$ cat src/lqcsr_consts.svh
`ifndef LQCSR_CONSTS_SVH
`define LQCSR_CONSTS_SVH

// host port byte addresses of the four registers
`define LQCSR_ISO_RX_CONTROL_OFS 8'h54
`define LQCSR_ISO_RX_BUFFER_STATUS_OFS 8'h58
`define LQCSR_ASYNC_CONTROL_OFS 8'h80
`define LQCSR_ASYNC_QUEUE_STATUS_OFS 8'h84

// iso_rx_control fields
`define LQCSR_ISO_SPEED_LSB 16
`define LQCSR_ISO_TAG_LSB 14
`define LQCSR_ISO_LISTEN_STREAM_NUMBER_LSB 8
`define LQCSR_ISO_ERR_LSB 4
`define LQCSR_ISO_SY_LSB 0
`define LQCSR_ISO_CTRL_WMASK 32'h0000FF00

// async_control fields
`define LQCSR_ASYNC_RXCLR_BIT 22
`define LQCSR_ASYNC_TXCLR_BIT 21
`define LQCSR_ASYNC_ACCEPT_ALL_BIT 20
`define LQCSR_ASYNC_RETRY_LSB 16
`define LQCSR_ASYNC_TOS_LSB 13
`define LQCSR_ASYNC_TOF_LSB 0
`define LQCSR_ASYNC_CTRL_WMASK 32'h007FFFFF

// async_queue_status fields
`define LQCSR_TX_RESP_IDLE_BIT 17
`define LQCSR_TX_REQ_IDLE_BIT 16
`define LQCSR_RX_RESP_FLAGS_LSB 12
`define LQCSR_RX_REQ_FLAGS_LSB 8
`define LQCSR_TX_RESP_FLAGS_LSB 4
`define LQCSR_TX_REQ_FLAGS_LSB 0

// flag nibble layout: full, almost full, five free, empty
`define LQCSR_FLAG_FULL_BIT 3
`define LQCSR_FLAG_AFULL_BIT 2
`define LQCSR_FLAG_FIVE_BIT 1
`define LQCSR_FLAG_EMPTY_BIT 0
`define LQCSR_FIVE_FREE_MIN 5

// error codes
`define LQCSR_ERR_ACK_COMPLETE 4'h1
`define LQCSR_ERR_ACK_DATA_ERROR 4'hD

// reset values
`define LQCSR_ISO_RX_CONTROL_RST 32'h00000000
`define LQCSR_ISO_BUF_RST_FLAGS 4'h3
`define LQCSR_ASYNC_CTRL_RST 32'h00000000
`define LQCSR_ASYNC_Q_RST_FLAGS 4'h0
`define LQCSR_ASYNC_QUEUE_STATUS_RST 32'h00000000

// timing
`define LQCSR_CLK_PERIOD_NS 10
`define LQCSR_FRAC_TICK_NS 125000
`define LQCSR_FRACS_PER_SEC 16'h1F40

`endif

$ cat src/lqcsr_pkg.sv
package lqcsr_pkg;
	typedef enum logic {LQCSR_TMR_IDLE, LQCSR_TMR_RUN} lqcsr_timer_e;
	typedef logic [3:0] lqcsr_flags_t;
	typedef logic [31:0] lqcsr_word_t;
endpackage

$ cat src/lqcsr_fill_track.sv
`timescale 1ns/1ps
`include "lqcsr_consts.svh"
module lqcsr_fill_track
	import lqcsr_pkg::*;
#(
	parameter int DEPTH = 32,
	parameter lqcsr_flags_t RESET_FLAGS = 4'h0
) (
	input wire logic sys_clk_in,
	input wire logic rst_n_in,
	input wire logic clk_en_in,
	input wire logic clear_in,
	input wire logic push_in,
	input wire logic pop_in,
	output lqcsr_flags_t flags_out
);
	localparam int CW = $clog2(DEPTH + 1);

	generate
		if (DEPTH < 2) begin : g_bad_depth
			$error("lqcsr_fill_track: DEPTH must be at least 2");
		end
	endgenerate

	logic [CW-1:0] count;
	logic [CW-1:0] next_count;
	logic [CW-1:0] free_slots;
	wire do_push = push_in && (count != CW'(DEPTH));
	wire do_pop = pop_in && (count != '0);
	lqcsr_flags_t next_flags;

	assign next_count = clear_in ? '0 : count + CW'(do_push) - CW'(do_pop);
	assign free_slots = CW'(DEPTH) - next_count;
	// flags come from the count of the same edge, so they lag no access
	assign next_flags[`LQCSR_FLAG_FULL_BIT] = (free_slots == '0);
	assign next_flags[`LQCSR_FLAG_AFULL_BIT] = (free_slots == CW'(1));
	assign next_flags[`LQCSR_FLAG_FIVE_BIT] = (32'(free_slots) >= `LQCSR_FIVE_FREE_MIN);
	assign next_flags[`LQCSR_FLAG_EMPTY_BIT] = (next_count == '0);

	always_ff @(posedge sys_clk_in) begin
		if (!rst_n_in) begin
			count <= '0;
			flags_out <= RESET_FLAGS;
		end else if (clk_en_in) begin
			count <= next_count;
			flags_out <= next_flags;
		end
	end
endmodule

$ cat src/lqcsr_regs.sv
`timescale 1ns/1ps
`include "lqcsr_consts.svh"
// Overview of operation
// - last accepted iso packet speed reads in two bits: 00/01/10 for 100/200/400.
// - iso packets are taken only when their tag equals the written tag setting.
// - iso packets are taken only on the written listen channel.
// - last iso packet error code: 0001 complete, 1101 data error.
// - data error only for block payload with bad CRC or length mismatch.
// - sy code of the last accepted iso packet is captured read-only.
// - iso buffer full flag when no quadlet space remains.
// - iso buffer almost-full flag exactly when one quadlet remains.
// - iso buffer five-free flag when at least five quadlets are free.
// - iso buffer empty flag when nothing committed; status resets to 0x3.
// - writing one clears the async receiver; bit self-clears when link is idle.
// - async transmitter held in reset while its bit is set.
// - while receiver clear is off, responses stored all when accept-all set, else only solicited ones.
// - transmitter single-phase retries never exceed the retry limit field.
// - timeout is whole seconds plus eight-thousandths of a second.
// - unused async queue status bits read zero; register is read-only.
// - tx response and request idle flags while transfer register is empty.
// - rx response queue shows full, almost full, five free, empty.
// - rx request queue shows full, almost full, five free, empty.
// - tx response queue shows full, almost full, five free, empty.
// - tx request queue shows the four flags in the lowest status bits.
// - missing solicited response within timeout raises a timeout event.
module lqcsr_regs
	import lqcsr_pkg::*;
#(
	parameter int ISO_DEPTH = 64,
	parameter int RX_RESP_DEPTH = 32,
	parameter int RX_REQ_DEPTH = 32,
	parameter int TX_RESP_DEPTH = 32,
	parameter int TX_REQ_DEPTH = 32,
	parameter int FRAC_TICK_CYCLES = `LQCSR_FRAC_TICK_NS / `LQCSR_CLK_PERIOD_NS
) (
	input wire logic sys_clk_in,
	input wire logic rst_n_in,
	input wire logic clk_en_in,
	// byte-wide host port, pins
	input wire logic host_cs_n_in,
	input wire logic host_rd_n_in,
	input wire logic host_wr_n_in,
	input wire logic [7:0] host_addr_in,
	input wire logic [7:0] host_wdata_in,
	output logic [7:0] host_rdata_out,
	// iso receive packet engine
	input wire logic iso_pkt_done_in,
	input wire logic [1:0] iso_pkt_tag_in,
	input wire logic [5:0] iso_pkt_listen_stream_number_in,
	input wire logic [1:0] iso_pkt_speed_in,
	input wire logic [3:0] iso_pkt_sy_in,
	input wire logic iso_pkt_has_block_in,
	input wire logic iso_pkt_crc_ok_in,
	input wire logic iso_pkt_len_ok_in,
	output logic iso_pkt_accept_out,
	input wire logic iso_buf_push_in,
	input wire logic iso_buf_pop_in,
	// async queues
	input wire logic rx_resp_push_in,
	input wire logic rx_resp_pop_in,
	input wire logic rx_req_push_in,
	input wire logic rx_req_pop_in,
	input wire logic tx_resp_push_in,
	input wire logic tx_resp_pop_in,
	input wire logic tx_req_push_in,
	input wire logic tx_req_pop_in,
	input wire logic tx_resp_xfer_loaded_in,
	input wire logic tx_req_xfer_loaded_in,
	// link engines
	input wire logic link_sm_idle_in,
	output logic async_receiver_clear_out,
	output logic async_transmitter_clear_out,
	input wire logic resp_pkt_in,
	input wire logic resp_solicited_in,
	output logic resp_store_out,
	input wire logic tx_new_pkt_in,
	input wire logic tx_retry_req_in,
	output logic tx_retry_grant_out,
	output logic tx_retry_exhausted_out,
	input wire logic split_start_in,
	output logic split_timeout_out
);
	localparam int FW = (FRAC_TICK_CYCLES > 1) ? $clog2(FRAC_TICK_CYCLES) : 1;
	localparam int NQ = 5;
	localparam int DEPTHS [NQ] = '{ISO_DEPTH, RX_RESP_DEPTH, RX_REQ_DEPTH,
		TX_RESP_DEPTH, TX_REQ_DEPTH};

	generate
		if (FRAC_TICK_CYCLES < 1) begin : g_bad_tick
			$error("lqcsr_regs: FRAC_TICK_CYCLES must be at least 1");
		end
	endgenerate

	function automatic logic word_hit(input logic [7:0] addr, input logic [7:0] ofs);
		word_hit = (addr[7:2] == ofs[7:2]);
	endfunction

	function automatic logic [31:0] lane_merge(input logic [31:0] old_word,
		input logic [31:0] mask, input logic [31:0] data);
		lane_merge = (old_word & ~mask) | (data & mask);
	endfunction

	// host strobe synchroniser: three stages, a change counts once stages 2 and 3 agree
	logic [1:0] stb_s1;
	logic [1:0] stb_s2;
	logic [1:0] stb_s3;
	logic [1:0] stb_filt;
	logic [1:0] stb_filt_d;
	// address and data pins take the same three stages; they are read only once the
	// strobe has settled, when stages two and three already hold the same value
	logic [15:0] bus_s1;
	logic [15:0] bus_s2;
	logic [15:0] bus_s3;
	wire [7:0] bus_addr = bus_s3[15:8];
	wire [7:0] bus_wdata = bus_s3[7:0];
	wire [1:0] stb_raw = {~host_cs_n_in & ~host_wr_n_in, ~host_cs_n_in & ~host_rd_n_in};
	wire [1:0] next_stb_filt = (stb_s2 & stb_s3) | (stb_filt & (stb_s2 ^ stb_s3));
	wire rd_stb = stb_filt[0] & ~stb_filt_d[0];
	wire wr_stb = stb_filt[1] & ~stb_filt_d[1];

	always_ff @(posedge sys_clk_in) begin
		if (!rst_n_in) begin
			stb_s1 <= 2'h0;
			stb_s2 <= 2'h0;
			stb_s3 <= 2'h0;
			stb_filt <= 2'h0;
			stb_filt_d <= 2'h0;
			bus_s1 <= 16'h0000;
			bus_s2 <= 16'h0000;
			bus_s3 <= 16'h0000;
		end else if (clk_en_in) begin
			stb_s1 <= stb_raw;
			stb_s2 <= stb_s1;
			stb_s3 <= stb_s2;
			stb_filt <= next_stb_filt;
			stb_filt_d <= stb_filt;
			bus_s1 <= {host_addr_in, host_wdata_in};
			bus_s2 <= bus_s1;
			bus_s3 <= bus_s2;
		end
	end

	// byte-lane write decode
	wire [31:0] lane_mask = 32'h000000FF << {bus_addr[1:0], 3'h0};
	wire [31:0] lane_data = {24'h000000, bus_wdata} << {bus_addr[1:0], 3'h0};
	wire wr_iso_ctrl = wr_stb && word_hit(bus_addr, `LQCSR_ISO_RX_CONTROL_OFS);
	wire wr_async_ctrl = wr_stb && word_hit(bus_addr, `LQCSR_ASYNC_CONTROL_OFS);

	// iso_rx_control
	lqcsr_word_t iso_ctrl;
	wire [1:0] tag_setting = iso_ctrl[`LQCSR_ISO_TAG_LSB +: 2];
	wire [5:0] listen_stream_number = iso_ctrl[`LQCSR_ISO_LISTEN_STREAM_NUMBER_LSB +: 6];
	wire iso_match = iso_pkt_done_in && (iso_pkt_tag_in == tag_setting)
		&& (iso_pkt_listen_stream_number_in == listen_stream_number);
	wire iso_data_bad = iso_pkt_has_block_in && !(iso_pkt_crc_ok_in && iso_pkt_len_ok_in);
	wire [3:0] iso_err_code = iso_data_bad ? `LQCSR_ERR_ACK_DATA_ERROR
		: `LQCSR_ERR_ACK_COMPLETE;
	wire [31:0] iso_wr_word = lane_merge(iso_ctrl, lane_mask, lane_data);
	wire [31:0] iso_ctrl_wr = wr_iso_ctrl
		? ((iso_wr_word & `LQCSR_ISO_CTRL_WMASK) | (iso_ctrl & ~`LQCSR_ISO_CTRL_WMASK))
		: iso_ctrl;
	wire [31:0] iso_capture = {14'h0000, iso_pkt_speed_in, 8'h00, iso_err_code, iso_pkt_sy_in};
	wire [31:0] iso_ro_mask = 32'h00030000 | (32'h0000000F << `LQCSR_ISO_ERR_LSB)
		| (32'h0000000F << `LQCSR_ISO_SY_LSB);
	wire [31:0] next_iso_ctrl = iso_match
		? ((iso_ctrl_wr & ~iso_ro_mask) | (iso_capture & iso_ro_mask))
		: iso_ctrl_wr;

	always_ff @(posedge sys_clk_in) begin
		if (!rst_n_in) begin
			iso_ctrl <= `LQCSR_ISO_RX_CONTROL_RST;
			iso_pkt_accept_out <= 1'b0;
		end else if (clk_en_in) begin
			iso_ctrl <= next_iso_ctrl;
			iso_pkt_accept_out <= iso_match;
		end
	end

	// async_control
	lqcsr_word_t async_ctrl;
	wire [31:0] async_wr_word = lane_merge(async_ctrl, lane_mask, lane_data)
		& `LQCSR_ASYNC_CTRL_WMASK;
	wire [31:0] async_ctrl_wr = wr_async_ctrl ? async_wr_word : async_ctrl;
	// a write to another lane must not re-arm a receiver clear that is still pending
	wire rxclr_set = wr_async_ctrl && lane_mask[`LQCSR_ASYNC_RXCLR_BIT]
		&& lane_data[`LQCSR_ASYNC_RXCLR_BIT];
	// a fresh set beats the idle self-clear in the same cycle
	wire next_rxclr = rxclr_set || (async_ctrl_wr[`LQCSR_ASYNC_RXCLR_BIT] && !link_sm_idle_in);
	wire [31:0] next_async_ctrl = {async_ctrl_wr[31:23], next_rxclr, async_ctrl_wr[21:0]};
	wire accept_all_responses = async_ctrl[`LQCSR_ASYNC_ACCEPT_ALL_BIT];
	wire [3:0] retry_limit = async_ctrl[`LQCSR_ASYNC_RETRY_LSB +: 4];
	wire [2:0] timeout_whole_seconds = async_ctrl[`LQCSR_ASYNC_TOS_LSB +: 3];
	wire [12:0] timeout_fraction_ticks = async_ctrl[`LQCSR_ASYNC_TOF_LSB +: 13];
	wire async_receiver_clear = async_ctrl[`LQCSR_ASYNC_RXCLR_BIT];
	wire async_transmitter_clear = async_ctrl[`LQCSR_ASYNC_TXCLR_BIT];

	always_ff @(posedge sys_clk_in) begin
		if (!rst_n_in) begin
			async_ctrl <= `LQCSR_ASYNC_CTRL_RST;
			async_receiver_clear_out <= 1'b0;
			async_transmitter_clear_out <= 1'b0;
		end else if (clk_en_in) begin
			async_ctrl <= next_async_ctrl;
			async_receiver_clear_out <= next_async_ctrl[`LQCSR_ASYNC_RXCLR_BIT];
			async_transmitter_clear_out <= next_async_ctrl[`LQCSR_ASYNC_TXCLR_BIT];
		end
	end

	// response filter
	wire next_resp_store = resp_pkt_in && !async_receiver_clear
		&& (accept_all_responses || resp_solicited_in);

	// retry limiter
	logic [3:0] retry_count;
	wire retry_ok = (retry_count < retry_limit);
	wire retry_grant = tx_retry_req_in && !async_transmitter_clear && retry_ok;
	wire retry_deny = tx_retry_req_in && !async_transmitter_clear && !retry_ok;
	wire [3:0] next_retry_count = (async_transmitter_clear || tx_new_pkt_in) ? 4'h0
		: retry_count + {3'h0, retry_grant};

	always_ff @(posedge sys_clk_in) begin
		if (!rst_n_in) begin
			retry_count <= 4'h0;
			resp_store_out <= 1'b0;
			tx_retry_grant_out <= 1'b0;
			tx_retry_exhausted_out <= 1'b0;
		end else if (clk_en_in) begin
			retry_count <= next_retry_count;
			resp_store_out <= next_resp_store;
			tx_retry_grant_out <= retry_grant;
			tx_retry_exhausted_out <= retry_deny;
		end
	end

	// split-transaction timer, counts eighth-millisecond ticks up to the programmed total
	lqcsr_timer_e tmr_state;
	lqcsr_timer_e next_tmr_state;
	logic [FW-1:0] frac_cnt;
	logic [15:0] tick_cnt;
	logic [15:0] tick_target;
	wire frac_wrap = (frac_cnt == FW'(FRAC_TICK_CYCLES - 1));
	wire solicited_seen = resp_pkt_in && resp_solicited_in;
	wire [15:0] start_target = 16'(timeout_whole_seconds) * `LQCSR_FRACS_PER_SEC
		+ 16'(timeout_fraction_ticks);
	wire tmr_expire = (tmr_state == LQCSR_TMR_RUN) && (tick_cnt >= tick_target)
		&& !solicited_seen;

	always_comb begin
		next_tmr_state = tmr_state;
		unique case (tmr_state)
			LQCSR_TMR_IDLE: begin
				if (split_start_in && !async_transmitter_clear) begin
					next_tmr_state = LQCSR_TMR_RUN;
				end
			end
			LQCSR_TMR_RUN: begin
				if (async_transmitter_clear || solicited_seen || tmr_expire) begin
					next_tmr_state = LQCSR_TMR_IDLE;
				end
			end
		endcase
	end

	always_ff @(posedge sys_clk_in) begin
		if (!rst_n_in) begin
			tmr_state <= LQCSR_TMR_IDLE;
			frac_cnt <= '0;
			tick_cnt <= 16'h0000;
			tick_target <= 16'h0000;
			split_timeout_out <= 1'b0;
		end else if (clk_en_in) begin
			tmr_state <= next_tmr_state;
			split_timeout_out <= tmr_expire;
			if (tmr_state == LQCSR_TMR_IDLE) begin
				frac_cnt <= '0;
				tick_cnt <= 16'h0000;
				tick_target <= start_target;
			end else begin
				frac_cnt <= frac_wrap ? '0 : frac_cnt + FW'(1);
				tick_cnt <= tick_cnt + {15'h0000, frac_wrap};
			end
		end
	end

	// fill trackers: iso buffer, rx resp, rx req, tx resp, tx req
	wire [NQ-1:0] q_push = {tx_req_push_in, tx_resp_push_in, rx_req_push_in,
		rx_resp_push_in, iso_buf_push_in};
	wire [NQ-1:0] q_pop = {tx_req_pop_in, tx_resp_pop_in, rx_req_pop_in,
		rx_resp_pop_in, iso_buf_pop_in};
	wire [NQ-1:0] q_clear = {async_transmitter_clear, async_transmitter_clear,
		async_receiver_clear, async_receiver_clear, 1'b0};
	lqcsr_flags_t q_flags [NQ];

	genvar qi;
	generate
		for (qi = 0; qi < NQ; qi++) begin : g_fill
			lqcsr_fill_track #(
				.DEPTH(DEPTHS[qi]),
				.RESET_FLAGS((qi == 0) ? `LQCSR_ISO_BUF_RST_FLAGS : `LQCSR_ASYNC_Q_RST_FLAGS)
			) u_fill (
				.sys_clk_in(sys_clk_in),
				.rst_n_in(rst_n_in),
				.clk_en_in(clk_en_in),
				.clear_in(q_clear[qi]),
				.push_in(q_push[qi]),
				.pop_in(q_pop[qi]),
				.flags_out(q_flags[qi])
			);
		end
	endgenerate

	// transfer-register idle flags
	logic tx_resp_xfer_empty;
	logic tx_req_xfer_empty;
	always_ff @(posedge sys_clk_in) begin
		if (!rst_n_in) begin
			tx_resp_xfer_empty <= 1'b0;
			tx_req_xfer_empty <= 1'b0;
		end else if (clk_en_in) begin
			tx_resp_xfer_empty <= !tx_resp_xfer_loaded_in;
			tx_req_xfer_empty <= !tx_req_xfer_loaded_in;
		end
	end

	wire [31:0] iso_buf_word = {28'h0000000, q_flags[0]};
	wire [31:0] async_q_word = {14'h0000, tx_resp_xfer_empty, tx_req_xfer_empty,
		q_flags[1], q_flags[2], q_flags[3], q_flags[4]};

	// read path, unmapped addresses read zero
	wire [31:0] rd_word = word_hit(bus_addr, `LQCSR_ISO_RX_CONTROL_OFS) ? iso_ctrl
		: word_hit(bus_addr, `LQCSR_ISO_RX_BUFFER_STATUS_OFS) ? iso_buf_word
		: word_hit(bus_addr, `LQCSR_ASYNC_CONTROL_OFS) ? async_ctrl
		: word_hit(bus_addr, `LQCSR_ASYNC_QUEUE_STATUS_OFS) ? async_q_word
		: 32'h00000000;
	wire [31:0] rd_shift = rd_word >> {bus_addr[1:0], 3'h0};

	always_ff @(posedge sys_clk_in) begin
		if (!rst_n_in) begin
			host_rdata_out <= 8'h00;
		end else if (clk_en_in && rd_stb) begin
			host_rdata_out <= rd_shift[7:0];
		end
	end
endmodule

$ cat config.mk
export PLATFORM = sky130hd
export DESIGN_NAME = lqcsr_regs
export DESIGN_NICKNAME = d
export VERILOG_FILES = /design/src/lqcsr_pkg.sv /design/src/lqcsr_fill_track.sv /design/src/lqcsr_regs.sv
export VERILOG_INCLUDE_DIRS = /design/src /design/src/src
export SDC_FILE = /design/constraint.sdc
export NUM_CORES = 1
export LEC_CHECK = 0
export ABC_AREA = 1
export BUFFER_PORTS_ARGS = -buffer_cell sky130_fd_sc_hd__buf_2
export CAP_MARGIN = 20
export CORE_ASPECT_RATIO = 1.75
export CORE_MARGIN = 3
export CORE_UTILIZATION = 50
export DETAILED_ROUTE_END_ITERATION = 8
export PLACE_DENSITY = 0.68
export REMOVE_ABC_BUFFERS = 1
export SLEW_MARGIN = 20
export SYNTH_ARGS = -nofsm -noshare
export SYNTH_HDL_FRONTEND = slang
export SYNTH_SLANG_ARGS = --single-unit
$ cat constraint.sdc
create_clock -name sys_clk_in -period 3.9 [get_ports sys_clk_in]
set_input_delay 0.78 -clock sys_clk_in [delete_from_list [all_inputs] [get_ports sys_clk_in]]
set_output_delay 0.78 -clock sys_clk_in [all_outputs]
set_load 0.005 [all_outputs]
==> summary.txt, run 1 <==
Yosys
  • Post-Syn Instances: approximately 1700
  • Flops & latches, synth: ~210
  • Post-Syn Area per Cell: 7.048 um2
  • Unique masters post-synth: 44
  • Async SR Flop Fraction: 0%
  • Synthesized area: ~0.012 mm2
  • Post-synth EDFFs: 0
  • Warnings, synthesis: 0
  • Post-synth top flop: dfxtp_1
  • Seq/Total Area, Yosys: between 30% and 40%

Final layout
  • Utilization after layout: 57.05%
  • Most common cell after layout, fill and taps aside: nand2_1
  • Nets: 1865
  • Diode count: 0
  • Area grow syn2layout: 11.53%
  • Share of layout cells above drive strength 1: under 10%
  • Most frequent cells in the layout: nand2_1 (266), inv_1 (232), dfxtp_1 (214)
  • Post-route cell area: approximately 0.013 mm2

Timing
  • Setup TNS Final: 0 ns
  • Slew @ Worst Pin: approximately 0.85 ns
  • Fmax: around 300 MHz
  • Layout Skew: between 0.008 and 0.009 ns
  • RSZ-0062 raised after global routing: no
  • Final cycle utilization of the critical path: between 80% and 90%
  • Final hold violations: 0
  • Final slew viol count: 0
  • Min cycle time layout: approximately 3.3 ns
  • Slew HR: a little over two fifths
  • Setup violations, final: 0

Critical path
  • Reg2reg path depth: 12
  • Critical Path Source: async_ctrl[13]
  • CP Data Arrival Time: around 3.7 ns
  • Worst flop-to-flop path startpoint: async_ctrl[13]
  • Reg2reg setup slack: 0.55 ns
  • CP Launch Type: register
  • CP Capture Type: register
  • Maximum net fanout on the critical path: 5
  • Crit path required time: roughly 4.3 ns
  • Setup Crit Path Kind: register to register
  • Worst reg2reg path endpoint: tick_target[14]

Power
  • Worst-case vdd ir drop: 409.3 uV
  • LEAKAGE: between 5 and 6 nW
  • Net Sw Frac: between 30% and 40%
  • Cell internal pwr: approximately 4.2 mW
  • Comb pwr share: 23.7%
  • Pwr/cell area: roughly 470 mW/mm2
  • Seq pwr share: 39.0%
  • Switching power: slightly below 2 mW
  • Clk pwr share: a little under two fifths
  • Total Power: 6.114 mW

Die
  • Ports: 73
  • Total core area: 0.02293 mm2
  • Cell row count: 73
  • Die Y-Extent: 208.6 um
  • Starting Density: roughly half
  • Die W: approximately 120 um
  • Full die area: ~0.025 mm2

GRT
  • Initial antenna violation count: 0
  • Grt ovf: 0
  • Vias in the first global route: just over 10000
  • Global Route Usage Sum: between 20% and 30%
  • Maximum number of pins on one net before global-route repair: 69
  • First-pass GRT wire length: just under 50 mm

Placed design
  • HPWL Detailed: approximately 22 mm
  • Placed cell areas: around 0.012 mm2
  • GPL Wtd Cong: between 0.9 and 1
  • Buffers on Ports: around 70

Min path
  • Worst hold path startpoint: tx_req_xfer_loaded_in
  • Tightest Hold Check Type: primary input to register
  • WHS Endpoint: tx_req_xfer_empty
  • Hold path depth: 2

Detailed routing
  • Via total after detailed routing: 10760
  • First-pass detailed-route iteration total: 5
  • Detail Route Antenna Nets: 0
  • Initial DRC count: 570
  • Routed wire per std cell: 14.58 um
  • Residual DRC: 0
  • Vias per cell: between 5 and 6
  • Final WL: 29.52 mm

Status
  • Status: completed

Clocking
  • Post-CTS sizing: 0
  • Clk_lat worst skew: between 0.5 and 0.6 ns
  • Clock Tree Root: clkbuf_16
  • H-tree depth: 1
  • Num CTS Buffers: 22
  • # hold bufs at CTS: 0
  • Clock slew at reported path FFs: approximately 0.060 ns
  • Clk sinks: around 210
  • Clock Tree Buf Depth: 3
  • Postcts setup bufs: 0
  • CTS tree: built

Job
  • Max-Cap Viols: 0
## cells by family after synthesis
| group | synth area share, % |
|---|---|
| DFF | 36.53 |
| adders and majority gates | 11.20 |
| buffers and inverters | 9.784 |
| xor gates and xnor gates | 1.344 |
| AOI/OAI and AO/OA | 18.31 |
| and+or+nand+nor | 22.83 |
## how the worst max path moves through the flow
stage | depth (start not counted) | endpoint | slack, ns
global route | 14 | tick_target[15] | 0.29
detailed placement | 12 | tick_target[14] | 0.59
finish | 12 | tick_target[14] | 0.55
global placement | 13 | tick_target[15] | 0.63
floorplan | 12 | tick_target[14] | 0.78
CTS | 13 | tick_target[15] | 0.58
## stage by stage
stage / worst slack (ns) / hold slack [ns] / std cells
after floorplan: 0.7820 / 0.4322 / 1601
after global placement: 0.6323 / 0.4483 / 1984
after detailed placement: 0.5885 / 0.4564 / 1984
after CTS: 0.5752 / 0.4196 / 2024
after global routing: 0.2862 / 0.4336 / 2024
final: 0.5536 / 0.4365 / 2024
## routing by layer
layer  GRT usage (%)  routed length [um]  vias up
li1                -                   -     5560
met3           2.816                 994       68
met2           43.56               15580      176
met5               0                   0        -
met1           26.31               11760     4958
met4           9.749                1177        0
## synthesized netlist by cell type, types with 3 or more instances
master | instances | share of area, %
a31oi_1 | 7 | 0.37
xnor2_1 | 4 | 0.30
o21bai_1 | 4 | 0.26
clkinv_1 | 3 | 0.096
a211oi_1 | 13 | 0.83
buf_2 | 14 | 0.60
clkbuf_1 | 37 | 1.2
inv_1 | 232 | 7.4
buf_1 | 11 | 0.35
o21ai_1 | 4 | 0.17
a21oi_1 | 160 | 6.8
or2_2 | 4 | 0.21
nor2_2 | 6 | 0.32
nand2_2 | 3 | 0.16
nand2_1 | 266 | 8.5
fa_1 | 10 | 1.7
o211ai_1 | 9 | 0.58
nor2_1 | 203 | 6.5
ha_1 | 89 | 9.5
nor4_1 | 6 | 0.32
xor2_1 | 14 | 1.0
nand3_1 | 82 | 3.5
nor3_1 | 25 | 1.1
o21ai_0 | 184 | 7.9
nand4_1 | 26 | 1.4
dfxtp_1 | 214 | 37
o22ai_1 | 11 | 0.59
a41oi_1 | 3 | 0.22
## flip-flops by register name, summed over array words and instances, names as in the netlist, 2 cells and up
| signal | cells |
|---|---|
| async_ctrl | 22 |
| bus_s1 | 16 |
| bus_s2 | 16 |
| bus_s3 | 16 |
| frac_cnt | 14 |
| g_fill.u_fill.count | 31 |
| g_fill.u_fill.flags_out | 20 |
| host_rdata_out | 8 |
| iso_ctrl | 16 |
| retry_count | 4 |
| stb_filt | 2 |
| stb_filt_d | 2 |
| stb_s1 | 2 |
| stb_s2 | 2 |
| stb_s3 | 2 |
| tick_cnt | 16 |
| tick_target | 16 |
## worst max-delay path: stages (launching register included)
cell and delay, ns:
dfxtp_1 0.37, fa_1 0.62, inv_1 0.11, fa_1 0.47, fa_1 0.49, inv_1 0.04, ha_1 0.31, inv_1 0.09
nor3_1 0.17, a21oi_1 0.10, or2_2 0.29, nand3_1 0.07, o21ai_0 0.08
## area by class of cell
class                   count  area [um2]
fillers                  2278        9846
multi-input cells        1150        6296
flip-flops and latches    214        4284
inverters                 237       890.9
clock buffers              28       634.4
repair buffers             83       447.9
well taps                 300       375.4
clock inverters            12       151.4
## power by group through the flow
stage / clock [mW] / sequential (mW) / combinational, mW
final: 2.28 / 2.39 / 1.45
after global routing: 2.41 / 2.40 / 1.71
after CTS: 2.32 / 2.39 / 1.46
after detailed placement: 0 / 2.43 / 1.45
after global placement: 0 / 2.43 / 1.42
after floorplan: 0 / 2.40 / 1.11
Note: power is estimated with default switching activity, not from simulation.
==> run 2: changes to the inputs <==
--- a/config.mk
+++ b/config.mk
@@ -13,7 +13,7 @@
 export CORE_MARGIN = 3
 export CORE_UTILIZATION = 50
 export DETAILED_ROUTE_END_ITERATION = 8
-export PLACE_DENSITY = 0.68
+export PLACE_DENSITY_LB_ADDON = 0.12
 export REMOVE_ABC_BUFFERS = 1
 export SLEW_MARGIN = 20
 export SYNTH_ARGS = -nofsm -noshare
==> run 2 against run 1 <==
Compared with the run above: die area stayed put; fmax is 0.63% higher; critical path depth is 1 higher; cell count hardly changed; design area is 0.21% lower.
==> summary.txt, run 2 (same netlist as run 1, synthesis figures left out) <==
Critical path
  • Reg2reg setup slack: 0.57 ns (+0.02 ns)
  • Maximum net fanout on the critical path: 6 (+1)
  • Crit path required time: 4.30 ns (about the same)
  • CP Launch Type: register
  • CP Capture Type: register
  • Setup Crit Path Kind: register to register
  • CP Data Arrival Time: 3.72 ns (-0.02 ns)

Clocking
  • CTS tree: built
  • Clk_lat worst skew: 0.51 ns (about the same)
  • Post-CTS sizing: 0 (unchanged)
  • H-tree depth: 1 (unchanged)
  • Postcts setup bufs: 0 (unchanged)
  • Num CTS Buffers: 22 (unchanged)
  • Clock Tree Root: clkbuf_16
  • # hold bufs at CTS: 0 (unchanged)
  • Clock slew at reported path FFs: 0.07 ns (about the same)
  • Clk sinks: 214 (unchanged)
  • Clock Tree Buf Depth: 3 (unchanged)

GRT
  • Initial antenna violation count: 0 (unchanged)
  • Vias in the first global route: 10430 (+0.65%)
  • Most used routing layer: met2
  • Global Route Usage Sum: 22.88% (-0.50 points)
  • Maximum number of pins on one net before global-route repair: 83 (+20%)
  • GRT met1 Usage: 26.62% (+0.31 points)
  • Grt ovf: 0 (unchanged)
  • First-pass GRT wire length: 48.48 mm (-1.1%)
  • GR Layer Usage met2: 42.78% (-0.78 points)
  • Met3 GRT Util: 2.437% (-0.38 points)

Timing
  • Setup violations, final: 0 (unchanged)
  • Slew @ Worst Pin: 0.9621 ns (+0.1110 ns)
  • Layout Skew: 0.01700 ns (+0.008713 ns)
  • Final hold violations: 0 (unchanged)
  • Fmax: 300.7 MHz (+0.63%)
  • Slew HR: 35.62% (-7.4 points)
  • Final cycle utilization of the critical path: 85.27% (-0.54 points)
  • Setup slack after layout: 0.5745 ns (+0.02094 ns)
  • Setup TNS Final: 0 ns (unchanged)
  • RSZ-0062 raised after global routing: no
  • Final slew viol count: 0 (unchanged)
  • Min cycle time layout: 3.325 ns (-0.02094 ns)

Placed design
  • Placed cell areas: 0.01230 mm2 (about the same)
  • Placed insts: 1983 (-0.050%)
  • Buffers on Ports: 72 (unchanged)
  • GPL Wtd Cong: 0.9002 (-5.4%)
  • HPWL Detailed: 21.31 mm (-1.7%)
  • Pre-CTS worst setup slack: 0.5707 ns (-0.01775 ns)

Die
  • Full die area: 0.02540 mm2 (unchanged)
  • Total core area: 0.02293 mm2 (unchanged)
  • Die W: 121.8 um (unchanged)
  • Die Y-Extent: 208.6 um (unchanged)
  • Cell row count: 73 (unchanged)
  • Ports: 73 (unchanged)
  • Starting Density: 51.15% (unchanged)

Final layout
  • Post-route insts no fill: 2022 (-0.099%)
  • Area grow syn2layout: 11.30%
  • Max reg flops: 31 (unchanged)
  • Nets: 1864 (-0.054%)
  • Most frequent cells in the layout: nand2_1 (266), inv_1 (232), dfxtp_1 (214)
  • Top flop regs: g_fill.u_fill.count: 31 flops, async_ctrl: 22 flops, g_fill.u_fill.flags_out: 20 flops
  • Most common cell after layout, fill and taps aside: nand2_1
  • Share of layout cells above drive strength 1: 8.246% (-0.22 points)
  • Diode count: 0 (unchanged)
  • Post-route cell area: 0.01305 mm2 (-0.21%)
  • Largest register by flop count: g_fill.u_fill.count

Detailed routing
  • Routed wire per std cell: 14.37 um (-1.4%)
  • Detail Route Antenna Nets: 0 (unchanged)
  • Vias per cell: 5.301 (-0.31%)
  • Via total after detailed routing: 10720 (-0.41%)
  • Final WL: 29.06 mm (-1.5%)
  • First-pass detailed-route iteration total: 5 (unchanged)
  • Initial DRC count: 553 (-3.0%)
  • Residual DRC: 0 (unchanged)

Job
  • Max-Cap Viols: 0 (unchanged)

Min path
  • Tightest Hold Check Type: primary input to register

Power
  • Pwr/cell area: 461.1 mW/mm2 (-1.4%)
  • LEAKAGE: 5.772 nW (-0.42%)
  • Worst-case vdd ir drop: 364.0 uV (-11%)
  • Total Power: 6.018 mW (-1.6%)

Status
  • Status: completed
## run 2: cell count changes in the layout (fill, tap and decap cells not counted), sizes merged
cell	previous run	this run
clkinv	10	7
buf	83	82
clkinvlp	2	3
clkbuf	28	31
inv	234	233
bufinv	3	2
## run 2: per-layer routing
layer	routed length (um)	share of wire [%]	vias to the layer above
li1	-	-	5554
met1	11900	41	4919
met2	15290	53	192
met3	1010	3.5	53
met4	857	2.9	0
met5	0	0	-
## run 2: power breakdown
| group | switching (mW) | internal [mW] | total, mW |
|---|---|---|---|
| Clock | 0.893 | 1.29 | 2.18 |
| Combinational | 0.942 | 0.508 | 1.45 |
| Sequential | 0.0831 | 2.30 | 2.39 |
## run 2: layout make-up
| cell class | count | area, um2 |
|---|---|---|
| fill | 2244 | 9873 |
| multi-input combinational | 1150 | 6296 |
| sequential | 214 | 4284 |
| inverter | 237 | 890.9 |
| clock buffer | 31 | 644.4 |
| timing repair buffer | 82 | 452.9 |
| tap | 300 | 375.4 |
| clock inverter | 8 | 108.9 |
## run 2: worst max-delay path: stages (launching register included)
cell	delay (ns)
dfxtp_1	0.39
fa_1	0.59
inv_1	0.11
fa_1	0.47
fa_1	0.49
inv_1	0.04
ha_1	0.31
inv_1	0.09
nor3_1	0.17
nand2_1	0.09
a21oi_1	0.19
nand2_1	0.09
nor2_1	0.10
o22ai_1	0.08
## run 2: final timing paths
check                   startpoint                end  cells past startpoint
max                 async_ctrl[14]    tick_target[15]                     13
min          tx_req_xfer_loaded_in  tx_req_xfer_empty                      2
min reg2reg          stb_filt_d[0]      stb_filt_d[0]                      2
max reg2reg         async_ctrl[14]    tick_target[15]                     13
## run 2: stage by stage
step                utilization, %  hold WS, ns
floorplan                        -       0.4322
detailed placement           53.65       0.4555
CTS                          56.93       0.4452
global route                 56.93       0.4570
finish                       56.93       0.4547
global placement             53.65       0.4486
